`config.mk`:
```
export PLATFORM = sky130hd
export DESIGN_NAME = canet_error_ctrl
export DESIGN_NICKNAME = d
export VERILOG_FILES = /design/src/canet_pkg.sv /design/src/canet_bit_timing.sv /design/src/canet_error_ctrl.sv
export VERILOG_INCLUDE_DIRS = /design/src
export SDC_FILE = /design/constraint.sdc
export NUM_CORES = 1
export LEC_CHECK = 0
export BUFFER_PORTS_ARGS = -buffer_cell sky130_fd_sc_hd__clkbuf_2
export CAP_MARGIN = 10
export CELL_PAD_IN_SITES_DETAIL_PLACEMENT = 0
export CELL_PAD_IN_SITES_GLOBAL_PLACEMENT = 1
export CORE_AREA = 2 2 136 138
export DETAILED_ROUTE_END_ITERATION = 8
export DIE_AREA = 0 0 138 140
export GPL_ROUTABILITY_DRIVEN = 0
export GPL_TIMING_DRIVEN = 0
export PLACE_DENSITY_LB_ADDON = 0.1
export SYNTH_ARGS = -nofsm -noshare
export SYNTH_HDL_FRONTEND = slang
export SYNTH_SLANG_ARGS = --single-unit
```
`constraint.sdc`:
```
create_clock -name CLK -period 8.1 [get_ports CLK]
set_input_delay 1.62 -clock CLK [delete_from_list [all_inputs] [get_ports CLK]]
set_output_delay 1.62 -clock CLK [all_outputs]
set_load 0.03 [all_outputs]
```
`src/canet_cfg.svh`:
```
`ifndef CANET_CFG_SVH
`define CANET_CFG_SVH

// bus levels
`define CANET_RECESSIVE 1'h1
`define CANET_DOMINANT 1'h0

// bit timing: quantum index of the first quantum after sync
`define CANET_SYNC_NEXT 5'h01
`define CANET_PH1_OFS 5'h02
`define CANET_ONE_TQ 5'h01
`define CANET_PRE_STEP 6'h01

// stuff run: the sixth equal bit is an error
`define CANET_STUFF_LAST 3'h5
`define CANET_RUN_STEP 3'h1

// error and overload frame shape
`define CANET_FLAG_LAST 5'h05
`define CANET_DELIM_LAST 5'h07
`define CANET_DOM_ACTIVE 5'h10
`define CANET_DOM_PASSIVE 5'h08
`define CANET_DOM_STEP 5'h08
`define CANET_CNT_STEP 5'h01

// bus-off recovery: 11 recessive bits, 128 times
`define CANET_IDLE_RUN_LAST 4'ha
`define CANET_IDLE_SEQ_LAST 8'h7f

// crc
`define CANET_CRC_POLY 15'h4599
`define CANET_CRC_INIT 15'h0000

// error counters
`define CANET_INC_NONE 4'h0
`define CANET_INC_ONE 4'h1
`define CANET_INC_EIGHT 4'h8
`define CANET_PASSIVE_LVL 9'h080
`define CANET_BUSOFF_LVL 9'h100
`define CANET_RX_CAP 9'h07f
`define CANET_STARTUP_TX 9'h0ff
`define CANET_CNT_MAX 9'h1ff
`define CANET_CNT_ZERO 9'h000
`define CANET_CNT_ONE 9'h001

`endif

```
`src/canet_pkg.sv`:
```
`default_nettype none
package canet_pkg;

  // frame position as reported by the frame formatter
  typedef enum logic [3:0] {
    FLD_IDLE, FLD_ARB, FLD_DATA, FLD_CRC_SEQ, FLD_CRC_DEL,
    FLD_ACK_SLOT, FLD_ACK_DEL, FLD_EOF, FLD_INTERMISSION
  } canet_field_t;

  typedef enum logic [1:0] {
    ERR_ACTIVE, ERR_PASSIVE, BUS_OFF
  } canet_err_state_t;

  typedef enum logic [2:0] {
    ST_NORMAL, ST_FLAG, ST_FLAG_WAIT, ST_DELIM, ST_BUSOFF
  } canet_fsm_t;

endpackage
`default_nettype wire

```
`src/canet_bit_timing.sv`:
```
`include "canet_cfg.svh"
`default_nettype none
module canet_bit_timing
  import canet_pkg::*;
(
  // clock and reset
  input wire logic clk,
  input wire logic rst,
  // synchronised bus level
  input wire logic rx,
  // timing setup, each length field holds length minus one
  input wire logic [5:0] prescale,
  input wire logic [1:0] prop_segment_length,
  input wire logic [3:0] phase1_length,
  input wire logic [2:0] phase2_length,
  input wire logic [1:0] resync_jump_width,
  input wire logic low_speed,
  input wire logic hard_sync_en,
  // bit strobes
  output logic bit_start,
  output logic sample,
  output logic rx_bit
);

  logic [5:0] pre_cnt, next_pre_cnt;
  logic [4:0] q, next_q;
  logic rx_prev, next_rx_prev;
  logic next_bit_start, next_sample, next_rx_bit;
  logic bit_time_quantum_clock;
  logic [4:0] ph1_end, last_q, jump_width_window;
  logic edge_seen, edge_ok, early, late;

  always_comb begin
    bit_time_quantum_clock = (pre_cnt == prescale);
    next_pre_cnt = bit_time_quantum_clock ? '0 : pre_cnt + `CANET_PRE_STEP;
    ph1_end = 5'(prop_segment_length) + 5'(phase1_length) + `CANET_PH1_OFS;
    last_q = ph1_end + 5'(phase2_length) + `CANET_ONE_TQ;
    jump_width_window = 5'(resync_jump_width) + `CANET_ONE_TQ;
    edge_seen = bit_time_quantum_clock && (rx != rx_prev);
    // only falling edges unless the slow mode also trusts rising ones
    edge_ok = edge_seen && (!rx || low_speed);
    early = (q > ph1_end) && (q > last_q - jump_width_window);
    late = (q != '0) && (q <= jump_width_window);
    next_rx_prev = bit_time_quantum_clock ? rx : rx_prev;
    next_q = q;
    next_bit_start = 1'b0;
    next_sample = 1'b0;
    next_rx_bit = rx_bit;
    if (bit_time_quantum_clock) begin
      if (hard_sync_en && edge_seen && !rx) begin
        next_q = `CANET_SYNC_NEXT;
        next_bit_start = 1'b1;
      end else if (!hard_sync_en && edge_ok && (early || late)) begin
        next_q = `CANET_SYNC_NEXT;
        next_bit_start = early;
      end else if (q == last_q) begin
        next_q = '0;
        next_bit_start = 1'b1;
      end else begin
        next_q = q + `CANET_ONE_TQ;
        if (q == ph1_end) begin
          next_sample = 1'b1;
          next_rx_bit = rx;
        end
      end
    end
  end

  always_ff @(posedge clk) begin
    if (rst) begin
      pre_cnt <= '0;
      q <= '0;
      rx_prev <= `CANET_RECESSIVE;
      bit_start <= 1'b0;
      sample <= 1'b0;
      rx_bit <= `CANET_RECESSIVE;
    end else begin
      pre_cnt <= next_pre_cnt;
      q <= next_q;
      rx_prev <= next_rx_prev;
      bit_start <= next_bit_start;
      sample <= next_sample;
      rx_bit <= next_rx_bit;
    end
  end

endmodule
`default_nettype wire

```
`src/canet_error_ctrl.sv`:
```
`include "canet_cfg.svh"
`default_nettype none
module canet_error_ctrl
  import canet_pkg::*;
(
  // clock and reset
  input wire logic CLK,
  input wire logic SYS_RST,
  input wire logic WAKEUP,
  // bus pins
  input wire logic RX_PIN,
  output logic TX_PIN,
  // bit timing setup
  input wire logic [5:0] PRESCALE,
  input wire logic [1:0] PROP_SEGMENT_LENGTH,
  input wire logic [3:0] PHASE1_LENGTH,
  input wire logic [2:0] PHASE2_LENGTH,
  input wire logic [1:0] RESYNC_JUMP_WIDTH,
  input wire logic LOW_SPEED,
  // frame formatter
  input wire canet_field_t FMT_FIELD,
  input wire logic FMT_TX_ACTIVE,
  input wire logic FMT_TX_BIT,
  input wire logic FMT_STUFF_BIT,
  input wire logic FMT_TRANSMITTER,
  input wire logic FMT_FRAME_OK,
  output logic BIT_START,
  output logic SAMPLE_POINT,
  output logic RX_BIT,
  // error status
  output var canet_err_state_t ERR_STATE,
  output logic [8:0] TX_ERR_COUNT,
  output logic [8:0] RECEIVE_ERROR_COUNT,
  output logic ERR_FRAME_ACTIVE,
  output logic OVERLOAD_ACTIVE,
  output logic RETRANSMIT,
  output logic [4:0] ERR_KIND
);

  function automatic logic [8:0] sat_add(input logic [8:0] v,
                                         input logic [3:0] inc);
    logic [9:0] s;
    s = {1'b0, v} + 10'(inc);
    return s[9] ? `CANET_CNT_MAX : s[8:0];
  endfunction

  function automatic canet_err_state_t err_of(input logic [8:0] t,
                                              input logic [8:0] r,
                                              input logic boot);
    if (boot) return ERR_PASSIVE;
    if (t >= `CANET_BUSOFF_LVL) return BUS_OFF;
    if (t >= `CANET_PASSIVE_LVL || r >= `CANET_PASSIVE_LVL) return ERR_PASSIVE;
    return ERR_ACTIVE;
  endfunction

  function automatic logic [14:0] crc_step(input logic [14:0] c,
                                           input logic b);
    return (b ^ c[14]) ? ({c[13:0], 1'b0} ^ `CANET_CRC_POLY)
                       : {c[13:0], 1'b0};
  endfunction

  logic rx_meta, rx_sync, next_rx_meta, next_rx_sync;
  canet_fsm_t fsm, next_fsm;
  canet_err_state_t next_es;
  logic next_tx, startup, next_startup;
  logic [8:0] next_tec, next_rxc;
  logic [2:0] run_cnt, next_run_cnt;
  logic run_lvl, next_run_lvl;
  logic [14:0] crc, next_crc, crc_rx, next_crc_rx;
  logic crc_bad, next_crc_bad;
  logic pend, next_pend, pend_ovl, next_pend_ovl, pend_pas, next_pend_pas;
  logic [3:0] pend_tec, next_pend_tec, pend_rxc, next_pend_rxc;
  logic was_tx, next_was_tx, ack_exc, next_ack_exc;
  logic is_ovl, next_is_ovl, pas_flag, next_pas_flag;
  logic [4:0] cnt, next_cnt;
  logic dom_seen, next_dom_seen, first, next_first;
  logic [3:0] idle_run, next_idle_run;
  logic [7:0] idle_seqs, next_idle_seqs;
  logic [4:0] next_err_kind;
  logic next_retx, next_busy;
  logic in_stf, in_crc, interm, e_bit, e_stuff, e_crc, e_form, e_ack;
  logic dom, flag_end;
  logic [4:0] dom_lim;

  canet_bit_timing u_timing (
    .clk(CLK),
    .rst(SYS_RST),
    .rx(rx_sync),
    .prescale(PRESCALE),
    .prop_segment_length(PROP_SEGMENT_LENGTH),
    .phase1_length(PHASE1_LENGTH),
    .phase2_length(PHASE2_LENGTH),
    .resync_jump_width(RESYNC_JUMP_WIDTH),
    .low_speed(LOW_SPEED),
    .hard_sync_en(FMT_FIELD == FLD_IDLE && fsm == ST_NORMAL),
    .bit_start(BIT_START),
    .sample(SAMPLE_POINT),
    .rx_bit(RX_BIT)
  );

  always_comb begin
    next_rx_meta = RX_PIN;
    next_rx_sync = rx_meta;
    next_fsm = fsm;
    next_tec = TX_ERR_COUNT;
    next_rxc = RECEIVE_ERROR_COUNT;
    next_startup = startup;
    next_run_cnt = run_cnt;
    next_run_lvl = run_lvl;
    next_crc = crc;
    next_crc_rx = crc_rx;
    next_crc_bad = crc_bad;
    next_pend = pend;
    next_pend_ovl = pend_ovl;
    next_pend_pas = pend_pas;
    next_pend_tec = pend_tec;
    next_pend_rxc = pend_rxc;
    next_was_tx = was_tx;
    next_ack_exc = ack_exc;
    next_is_ovl = is_ovl;
    next_pas_flag = pas_flag;
    next_cnt = cnt;
    next_dom_seen = dom_seen;
    next_first = first;
    next_idle_run = idle_run;
    next_idle_seqs = idle_seqs;
    next_err_kind = '0;
    next_retx = 1'b0;
    dom = (RX_BIT == `CANET_DOMINANT);
    in_crc = FMT_FIELD inside {FLD_ARB, FLD_DATA};
    in_stf = in_crc || FMT_FIELD == FLD_CRC_SEQ;
    interm = FMT_FIELD == FLD_INTERMISSION;
    // recessive sent, dominant read back: lost priority in arbitration, an ack in the ack slot
    e_bit = FMT_TX_ACTIVE && ERR_STATE != BUS_OFF && !FMT_STUFF_BIT &&
            TX_PIN != RX_BIT && !(TX_PIN == `CANET_RECESSIVE &&
            FMT_FIELD inside {FLD_ARB, FLD_ACK_SLOT});
    e_stuff = in_stf && RX_BIT == run_lvl &&
              run_cnt == `CANET_STUFF_LAST;
    e_crc = crc_bad && FMT_FIELD == FLD_ACK_DEL;
    e_form = !FMT_TRANSMITTER && dom &&
             FMT_FIELD inside {FLD_CRC_DEL, FLD_ACK_DEL, FLD_EOF};
    e_ack = FMT_TRANSMITTER && FMT_FIELD == FLD_ACK_SLOT && !dom;
    flag_end = 1'b0;
    dom_lim = pas_flag ? `CANET_DOM_PASSIVE : `CANET_DOM_ACTIVE;

    if (BIT_START && pend) begin
      next_pend = 1'b0;
      next_fsm = ST_FLAG;
      next_cnt = '0;
      next_run_cnt = '0;
      next_dom_seen = 1'b0;
      next_is_ovl = pend_ovl;
      next_pas_flag = !pend_ovl && pend_pas;
      next_tec = sat_add(next_tec, pend_tec);
      next_rxc = sat_add(next_rxc, pend_rxc);
    end else if (SAMPLE_POINT) begin
      case (fsm)
        ST_NORMAL: begin
          if (!in_stf) begin
            next_run_cnt = '0;
          end else if (RX_BIT == run_lvl && run_cnt != '0) begin
            next_run_cnt = run_cnt + `CANET_RUN_STEP;
          end else begin
            next_run_cnt = `CANET_RUN_STEP;
            next_run_lvl = RX_BIT;
          end
          if (FMT_FIELD == FLD_IDLE || interm) begin
            next_crc = `CANET_CRC_INIT;
            next_crc_rx = `CANET_CRC_INIT;
            // a verdict from a frame cut short must not leak into the next
            next_crc_bad = 1'b0;
          end else if (in_crc && !FMT_STUFF_BIT) begin
            next_crc = crc_step(crc, RX_BIT);
          end else if (FMT_FIELD == FLD_CRC_SEQ && !FMT_STUFF_BIT) begin
            next_crc_rx = {crc_rx[13:0], RX_BIT};
          end
          if (FMT_FIELD == FLD_CRC_DEL && !FMT_TRANSMITTER && crc != crc_rx)
            next_crc_bad = 1'b1;
          if (e_crc)
            next_crc_bad = 1'b0;
          if (FMT_TRANSMITTER && FMT_FIELD == FLD_ACK_SLOT && dom &&
              startup) begin
            next_startup = 1'b0;
            next_tec = `CANET_CNT_ZERO;
          end
          if (!pend && (e_bit || e_stuff || e_crc || e_form || e_ack)) begin
            next_pend = 1'b1;
            next_pend_ovl = interm && e_bit;
            next_pend_pas = ERR_STATE != ERR_ACTIVE;
            next_was_tx = FMT_TRANSMITTER;
            next_ack_exc = e_ack && ERR_STATE != ERR_ACTIVE;
            next_err_kind = {e_ack, e_form, e_crc, e_stuff, e_bit};
            next_pend_tec = `CANET_INC_NONE;
            next_pend_rxc = `CANET_INC_NONE;
            if (!next_pend_ovl && FMT_TRANSMITTER &&
                !(e_stuff && FMT_FIELD == FLD_ARB) && !next_ack_exc)
              next_pend_tec = `CANET_INC_EIGHT;
            if (!next_pend_ovl && !FMT_TRANSMITTER)
              next_pend_rxc = `CANET_INC_ONE;
          end
        end
        ST_FLAG: begin
          next_cnt = cnt + `CANET_CNT_STEP;
          if (!pas_flag) begin
            if (!dom) begin
              next_err_kind = 5'h01;
              if (was_tx) next_tec = sat_add(next_tec, `CANET_INC_EIGHT);
              else next_rxc = sat_add(next_rxc, `CANET_INC_EIGHT);
            end
            flag_end = cnt == `CANET_FLAG_LAST;
          end else begin
            // passive flag ends only after six equal bits of any level
            if (RX_BIT == run_lvl && run_cnt != '0) begin
              next_run_cnt = run_cnt + `CANET_RUN_STEP;
            end else begin
              next_run_cnt = `CANET_RUN_STEP;
              next_run_lvl = RX_BIT;
            end
            if (dom) next_dom_seen = 1'b1;
            if (dom && !dom_seen && ack_exc)
              next_tec = sat_add(next_tec, `CANET_INC_EIGHT);
            flag_end = RX_BIT == run_lvl && run_cnt == `CANET_STUFF_LAST;
          end
          if (flag_end) begin
            next_fsm = ST_FLAG_WAIT;
            next_cnt = '0;
            next_first = 1'b1;
          end
        end
        ST_FLAG_WAIT: begin
          next_first = 1'b0;
          if (dom) begin
            if (first && !was_tx && !is_ovl)
              next_rxc = sat_add(next_rxc, `CANET_INC_EIGHT);
            next_cnt = cnt + `CANET_CNT_STEP;
            if (next_cnt == dom_lim) begin
              next_tec = sat_add(next_tec, `CANET_INC_EIGHT);
              next_rxc = sat_add(next_rxc, `CANET_INC_EIGHT);
              next_cnt = dom_lim - `CANET_DOM_STEP;
            end
          end else begin
            next_fsm = ST_DELIM;
            next_cnt = `CANET_CNT_STEP;
          end
        end
        ST_DELIM: begin
          if (dom) begin
            // dominant on the last delimiter bit asks for overload
            next_fsm = ST_NORMAL;
            next_pend = 1'b1;
            next_pend_ovl = cnt == `CANET_DELIM_LAST;
            next_pend_pas = ERR_STATE != ERR_ACTIVE;
            next_ack_exc = 1'b0;
            next_err_kind = next_pend_ovl ? '0 : 5'h08;
            next_pend_tec = (!next_pend_ovl && was_tx) ?
                            `CANET_INC_EIGHT : `CANET_INC_NONE;
            next_pend_rxc = (!next_pend_ovl && !was_tx) ?
                            `CANET_INC_ONE : `CANET_INC_NONE;
          end else if (cnt == `CANET_DELIM_LAST) begin
            next_fsm = ST_NORMAL;
            next_retx = was_tx && !is_ovl;
          end else begin
            next_cnt = cnt + `CANET_CNT_STEP;
          end
        end
        ST_BUSOFF: begin
          // reception stays live here; only the driver is silenced
          if (dom) begin
            next_idle_run = '0;
          end else if (idle_run == `CANET_IDLE_RUN_LAST) begin
            next_idle_run = '0;
            next_idle_seqs = idle_seqs + 8'h01;
            if (idle_seqs == `CANET_IDLE_SEQ_LAST) begin
              next_fsm = ST_NORMAL;
              next_tec = `CANET_CNT_ZERO;
              next_rxc = `CANET_CNT_ZERO;
            end
          end else begin
            next_idle_run = idle_run + 4'h1;
          end
        end
        default: next_fsm = ST_NORMAL;
      endcase
    end

    if (FMT_FRAME_OK && fsm == ST_NORMAL) begin
      if (FMT_TRANSMITTER) begin
        if (next_tec != `CANET_CNT_ZERO)
          next_tec = next_tec - `CANET_CNT_ONE;
      end else if (next_rxc > `CANET_RX_CAP) begin
        next_rxc = `CANET_RX_CAP;
      end else if (next_rxc != `CANET_CNT_ZERO) begin
        next_rxc = next_rxc - `CANET_CNT_ONE;
      end
    end
    if (fsm == ST_NORMAL && next_fsm == ST_NORMAL && !next_pend &&
        ERR_STATE == BUS_OFF) begin
      next_fsm = ST_BUSOFF;
      next_idle_run = '0;
      next_idle_seqs = '0;
    end
    if (WAKEUP) begin
      next_startup = 1'b1;
      next_pend = 1'b0;
      next_fsm = ST_NORMAL;
    end
    // the boot latch pins the count so a lone node cannot go bus off
    if (next_startup) next_tec = `CANET_STARTUP_TX;
    next_es = err_of(next_tec, next_rxc, next_startup);
    next_busy = next_fsm inside {ST_FLAG, ST_FLAG_WAIT, ST_DELIM};
    next_tx = TX_PIN;
    if (BIT_START) begin
      if (next_fsm == ST_FLAG)
        next_tx = next_pas_flag ? `CANET_RECESSIVE : `CANET_DOMINANT;
      else if (next_fsm == ST_NORMAL && FMT_TX_ACTIVE && next_es != BUS_OFF)
        next_tx = FMT_TX_BIT;
      else
        next_tx = `CANET_RECESSIVE;
    end
  end

  always_ff @(posedge CLK) begin
    if (SYS_RST) begin
      rx_meta <= `CANET_RECESSIVE;
      rx_sync <= `CANET_RECESSIVE;
      fsm <= ST_NORMAL;
      TX_PIN <= `CANET_RECESSIVE;
      TX_ERR_COUNT <= `CANET_STARTUP_TX;
      RECEIVE_ERROR_COUNT <= `CANET_CNT_ZERO;
      ERR_STATE <= ERR_PASSIVE;
      startup <= 1'b1;
      run_cnt <= '0;
      run_lvl <= `CANET_RECESSIVE;
      crc <= `CANET_CRC_INIT;
      crc_rx <= `CANET_CRC_INIT;
      crc_bad <= 1'b0;
      pend <= 1'b0;
      pend_ovl <= 1'b0;
      pend_pas <= 1'b0;
      pend_tec <= `CANET_INC_NONE;
      pend_rxc <= `CANET_INC_NONE;
      was_tx <= 1'b0;
      ack_exc <= 1'b0;
      is_ovl <= 1'b0;
      pas_flag <= 1'b0;
      cnt <= '0;
      dom_seen <= 1'b0;
      first <= 1'b0;
      idle_run <= '0;
      idle_seqs <= '0;
      ERR_KIND <= '0;
      RETRANSMIT <= 1'b0;
      ERR_FRAME_ACTIVE <= 1'b0;
      OVERLOAD_ACTIVE <= 1'b0;
    end else begin
      rx_meta <= next_rx_meta;
      rx_sync <= next_rx_sync;
      fsm <= next_fsm;
      TX_PIN <= next_tx;
      TX_ERR_COUNT <= next_tec;
      RECEIVE_ERROR_COUNT <= next_rxc;
      ERR_STATE <= next_es;
      startup <= next_startup;
      run_cnt <= next_run_cnt;
      run_lvl <= next_run_lvl;
      crc <= next_crc;
      crc_rx <= next_crc_rx;
      crc_bad <= next_crc_bad;
      pend <= next_pend;
      pend_ovl <= next_pend_ovl;
      pend_pas <= next_pend_pas;
      pend_tec <= next_pend_tec;
      pend_rxc <= next_pend_rxc;
      was_tx <= next_was_tx;
      ack_exc <= next_ack_exc;
      is_ovl <= next_is_ovl;
      pas_flag <= next_pas_flag;
      cnt <= next_cnt;
      dom_seen <= next_dom_seen;
      first <= next_first;
      idle_run <= next_idle_run;
      idle_seqs <= next_idle_seqs;
      ERR_KIND <= next_err_kind;
      RETRANSMIT <= next_retx;
      ERR_FRAME_ACTIVE <= next_busy;
      OVERLOAD_ACTIVE <= next_busy && next_is_ovl;
    end
  end

endmodule
`default_nettype wire

```
==> metrics.yaml <==
worst_hold_path:
  min_path_type: "reg -> reg"
synthesis:
  synth_common_cells: "nand2_1 (122), dfxtp_1 (112), a21oi_1 (100)"
  yosys-top-cells-area: "dfxtp_1 (27%), ha_1 (6.7%), a21oi_1 (5.9%), nand2_1 (5.4%), nand3_1 (4.4%)"
  synth_most_common_cell: "nand2_1"
  synth_edf_count: 0
  synth_top_cell_area_share_pct: 26.5
  syn-cell-area_um2: 8460
  syn_inst: 1118
  synth.avg_cell_area_um2: 7.56
  ys_seq_area_share_pct: 26.5
  synth_top_area_cell: "dfxtp_1"
  synth-seq-cells: 112
  syn-num-nets: 1197
  ys_types: 90
  async_flop_share_pct: 0
  ys_warn_count: 0
  synthFlopType: "dfxtp_1"
finish:
  antenna-diode-count: 0
  drive_gt1_share_pct: 11.6
  fin_nets: 1268
  fillCellCount: 1820
  ff_latch_area_um2: 2240
  final_area_um2: 9360
  multi_input_area_um2: 5750
  area_growth_pct: 10.7
clocking:
  cts_root_buffer: "clkbuf_16"
  insertion_delay_ns: 0.37
  cts_resized: 0
  cts.sinks: 112
  postCtsHoldBufs: 0
  cts_setup_buffers: 0
  numCtsBuffers: 9
  cts_buffer_depth: 2
  h-tree-depth: 3
  clk_pin_slew_ns: 0.08
  cts_tree: "yes"
floorplan:
  ios: 63
  start_util_pct: 47.6
  die_w_um: 138
  die_h_um: 140
  core_um2: 17800
  fp-row-count: 49
  fp.dieArea_um2: 19300
routing:
  drtIter0Drc: 610
  postRouteAntennaNets: 0
  routed_via_density: 5.98
  wl_um: 25800
  dr_total_vias: 8507
  firstDrtPassIters: 5
  drc: 0
  wire_per_inst_um: 18.2
global_routing:
  antenna_found_initial: 0
  grt_max_degree: 25
  track_usage_pct: 26.3
  grt_pass1_vias: 7969
  gr-total-overflow: 0
  grt_pass1_wl_um: 41400
timing:
  rsz0062_at_grt: "false"
  hold_viol: 0
  relSlewSlack_pct: 40.7
  setup_viol: 0
  min_period_over_period_pct: 73.5
  fin_worst_skew_ns: 0.0172
  final-max-slew-violation-count: 0
  fin_setup_tns_ns: 0
  worst_pin_slew_ns: 0.878
  finalCriticalPeriod_ns: 5.95
  max_freq_ghz: 0.168
placement:
  place_area_um2: 9040
  dp_hpwl_um: 20000
  port_buffers: 60
critical_path:
  crit_fanout: 6
  arrival_ns: 6.22
  end_kind: "flop"
  r2r_slack_ns: 3.73
  worstSetupStartpointType: "input pin"
  path_class: "in -> reg"
  required_ns: 8.36
status:
  status: "finished, final reports clean"
power:
  p_total_w: 0.00117
  cellLeakagePower_nw: 3.69
  vdd_drop_max_v: 0.000114
  powerDensity_nw_per_um2: 125
flow_run:
  maxCapViolations: 0
[power breakdown]
group / internal, W / switching, W / total (W)
registers: 0.000552 / 0.00000198 / 0.000554
logic: 0.0000577 / 0.0000769 / 0.000135
clock network: 0.000229 / 0.000255 / 0.000484
total: 0.000839 / 0.000334 / 0.00117
[critical path, cell delays in order]
cell and delay [ns]:
clkbuf_2 0.07, inv_1 0.03, ha_1 0.27, inv_1 0.06, ha_1 0.16, inv_1 0.06
fa_1 0.50, inv_1 0.05, ha_1 0.31, xor2_1 0.25, ha_1 0.31, a21oi_1 0.18
xor2_1 0.09, ha_1 0.31, o21ai_0 0.08, nand2b_1 0.08, a21oi_1 0.06, or4_1 0.55
a2111o_1 0.44, and4b_1 0.22, clkbuf_1 0.16, a21o_1 0.18, a22o_1 0.16
[cells by family (layout without fill, tap and decap cells)]
logic type / count (synthesis) / in the layout / synth area share [%]
AOI/OAI and AO/OA: 291 / 291 / 22.6
xor gates and xnor gates: 69 / 69 / 7.15
adders and majority gates: 49 / 49 / 7.49
buffers and inverters: 111 / 187 / 5.43
DFF: 112 / 112 / 26.5
muxes: 18 / 18 / 2.22
and+or+nand+nor: 468 / 468 / 28.6
[cell type report]
| cell class | count | area share (%) |
|---|---|---|
| Buffer | 60 | 2.86 |
| Clock inverter | 7 | 1.03 |
| Multi-Input combinational cell | 895 | 61.5 |
| Clock buffer | 9 | 2.41 |
| Sequential cell | 112 | 23.9 |
| Timing Repair Buffer | 60 | 3.21 |
| Inverter | 51 | 2.04 |
| Tap cell | 229 | 3.06 |
[metal layers]
layer  up-vias  part of all wire (%)  GRT usage [%]
li1       4179                     -              -
met1      4025                    46           34.8
met2       262                    46           43.9
met3        41                   5.4           4.75
met4         0                   2.6           8.06
met5         -                     0              0
[layout by cell type (no fill, tap or decap), types with 6 or more instances in the layout]
cell type,synthesis,layout
or3_1,8,8
xnor2_1,41,41
nor2b_1,10,10
o21ai_0,48,48
buf_2,16,16
a211oi_1,9,9
nor4_1,12,12
a21o_1,11,11
mux2i_1,15,15
clkbuf_2,0,60
nor2_1,93,93
dfxtp_1,112,112
a22oi_1,6,6
inv_1,51,51
ha_1,45,45
and3_1,15,15
o31ai_1,6,6
nand3_1,74,74
nand2_1,122,122
and2_1,9,9
nand2b_1,16,16
clkbuf_1,38,38
or2_2,10,10
a31oi_1,16,16
o211ai_1,10,10
o21a_1,14,14
nand4_1,17,17
xor2_1,28,28
clkbuf_16,0,9
nor3_1,32,32
a21oi_1,100,100
[worst paths after layout]
check	startpoint	endpoint	cells after the start
worst max-delay path	PROP_SEGMENT_LENGTH[1]	u_timing.q[4]$_SDFFE_PP0N_	23
worst min-delay path	next_rx_sync$_SDFF_PP1_	rx_sync$_SDFF_PP1_	1
worst max register to register	RECEIVE_ERROR_COUNT[3]$_SDFF_PP0_	ERR_STATE[0]$_SDFF_PP1_	18
worst min register to register	next_rx_sync$_SDFF_PP1_	rx_sync$_SDFF_PP1_	1
[flip-flops by register name, indices dropped and copies added, names as in the netlist, 2 cells and up]
signal	cells
crc	15
crc_rx	15
RECEIVE_ERROR_COUNT	9
TX_ERR_COUNT	8
idle_seqs	8
u_timing.pre_cnt	6
ERR_KIND	5
cnt	5
u_timing.q	5
idle_run	4
fsm	3
run_cnt	3
ERR_STATE	2
[stage by stage]
stage	setup slack [ns]	std cells	hold WS [ns]	utilization, %
finish	2.15	1423	0.415	52.7
global route	1.77	1423	0.424	52.7
CTS	2.15	1423	0.416	52.7
detailed placement	1.77	1407	0.395	50.9
global placement	1.76	1407	0.399	50.9
floorplan	2.18	1118	0.389	-
(Power assumes the default switching activity.)
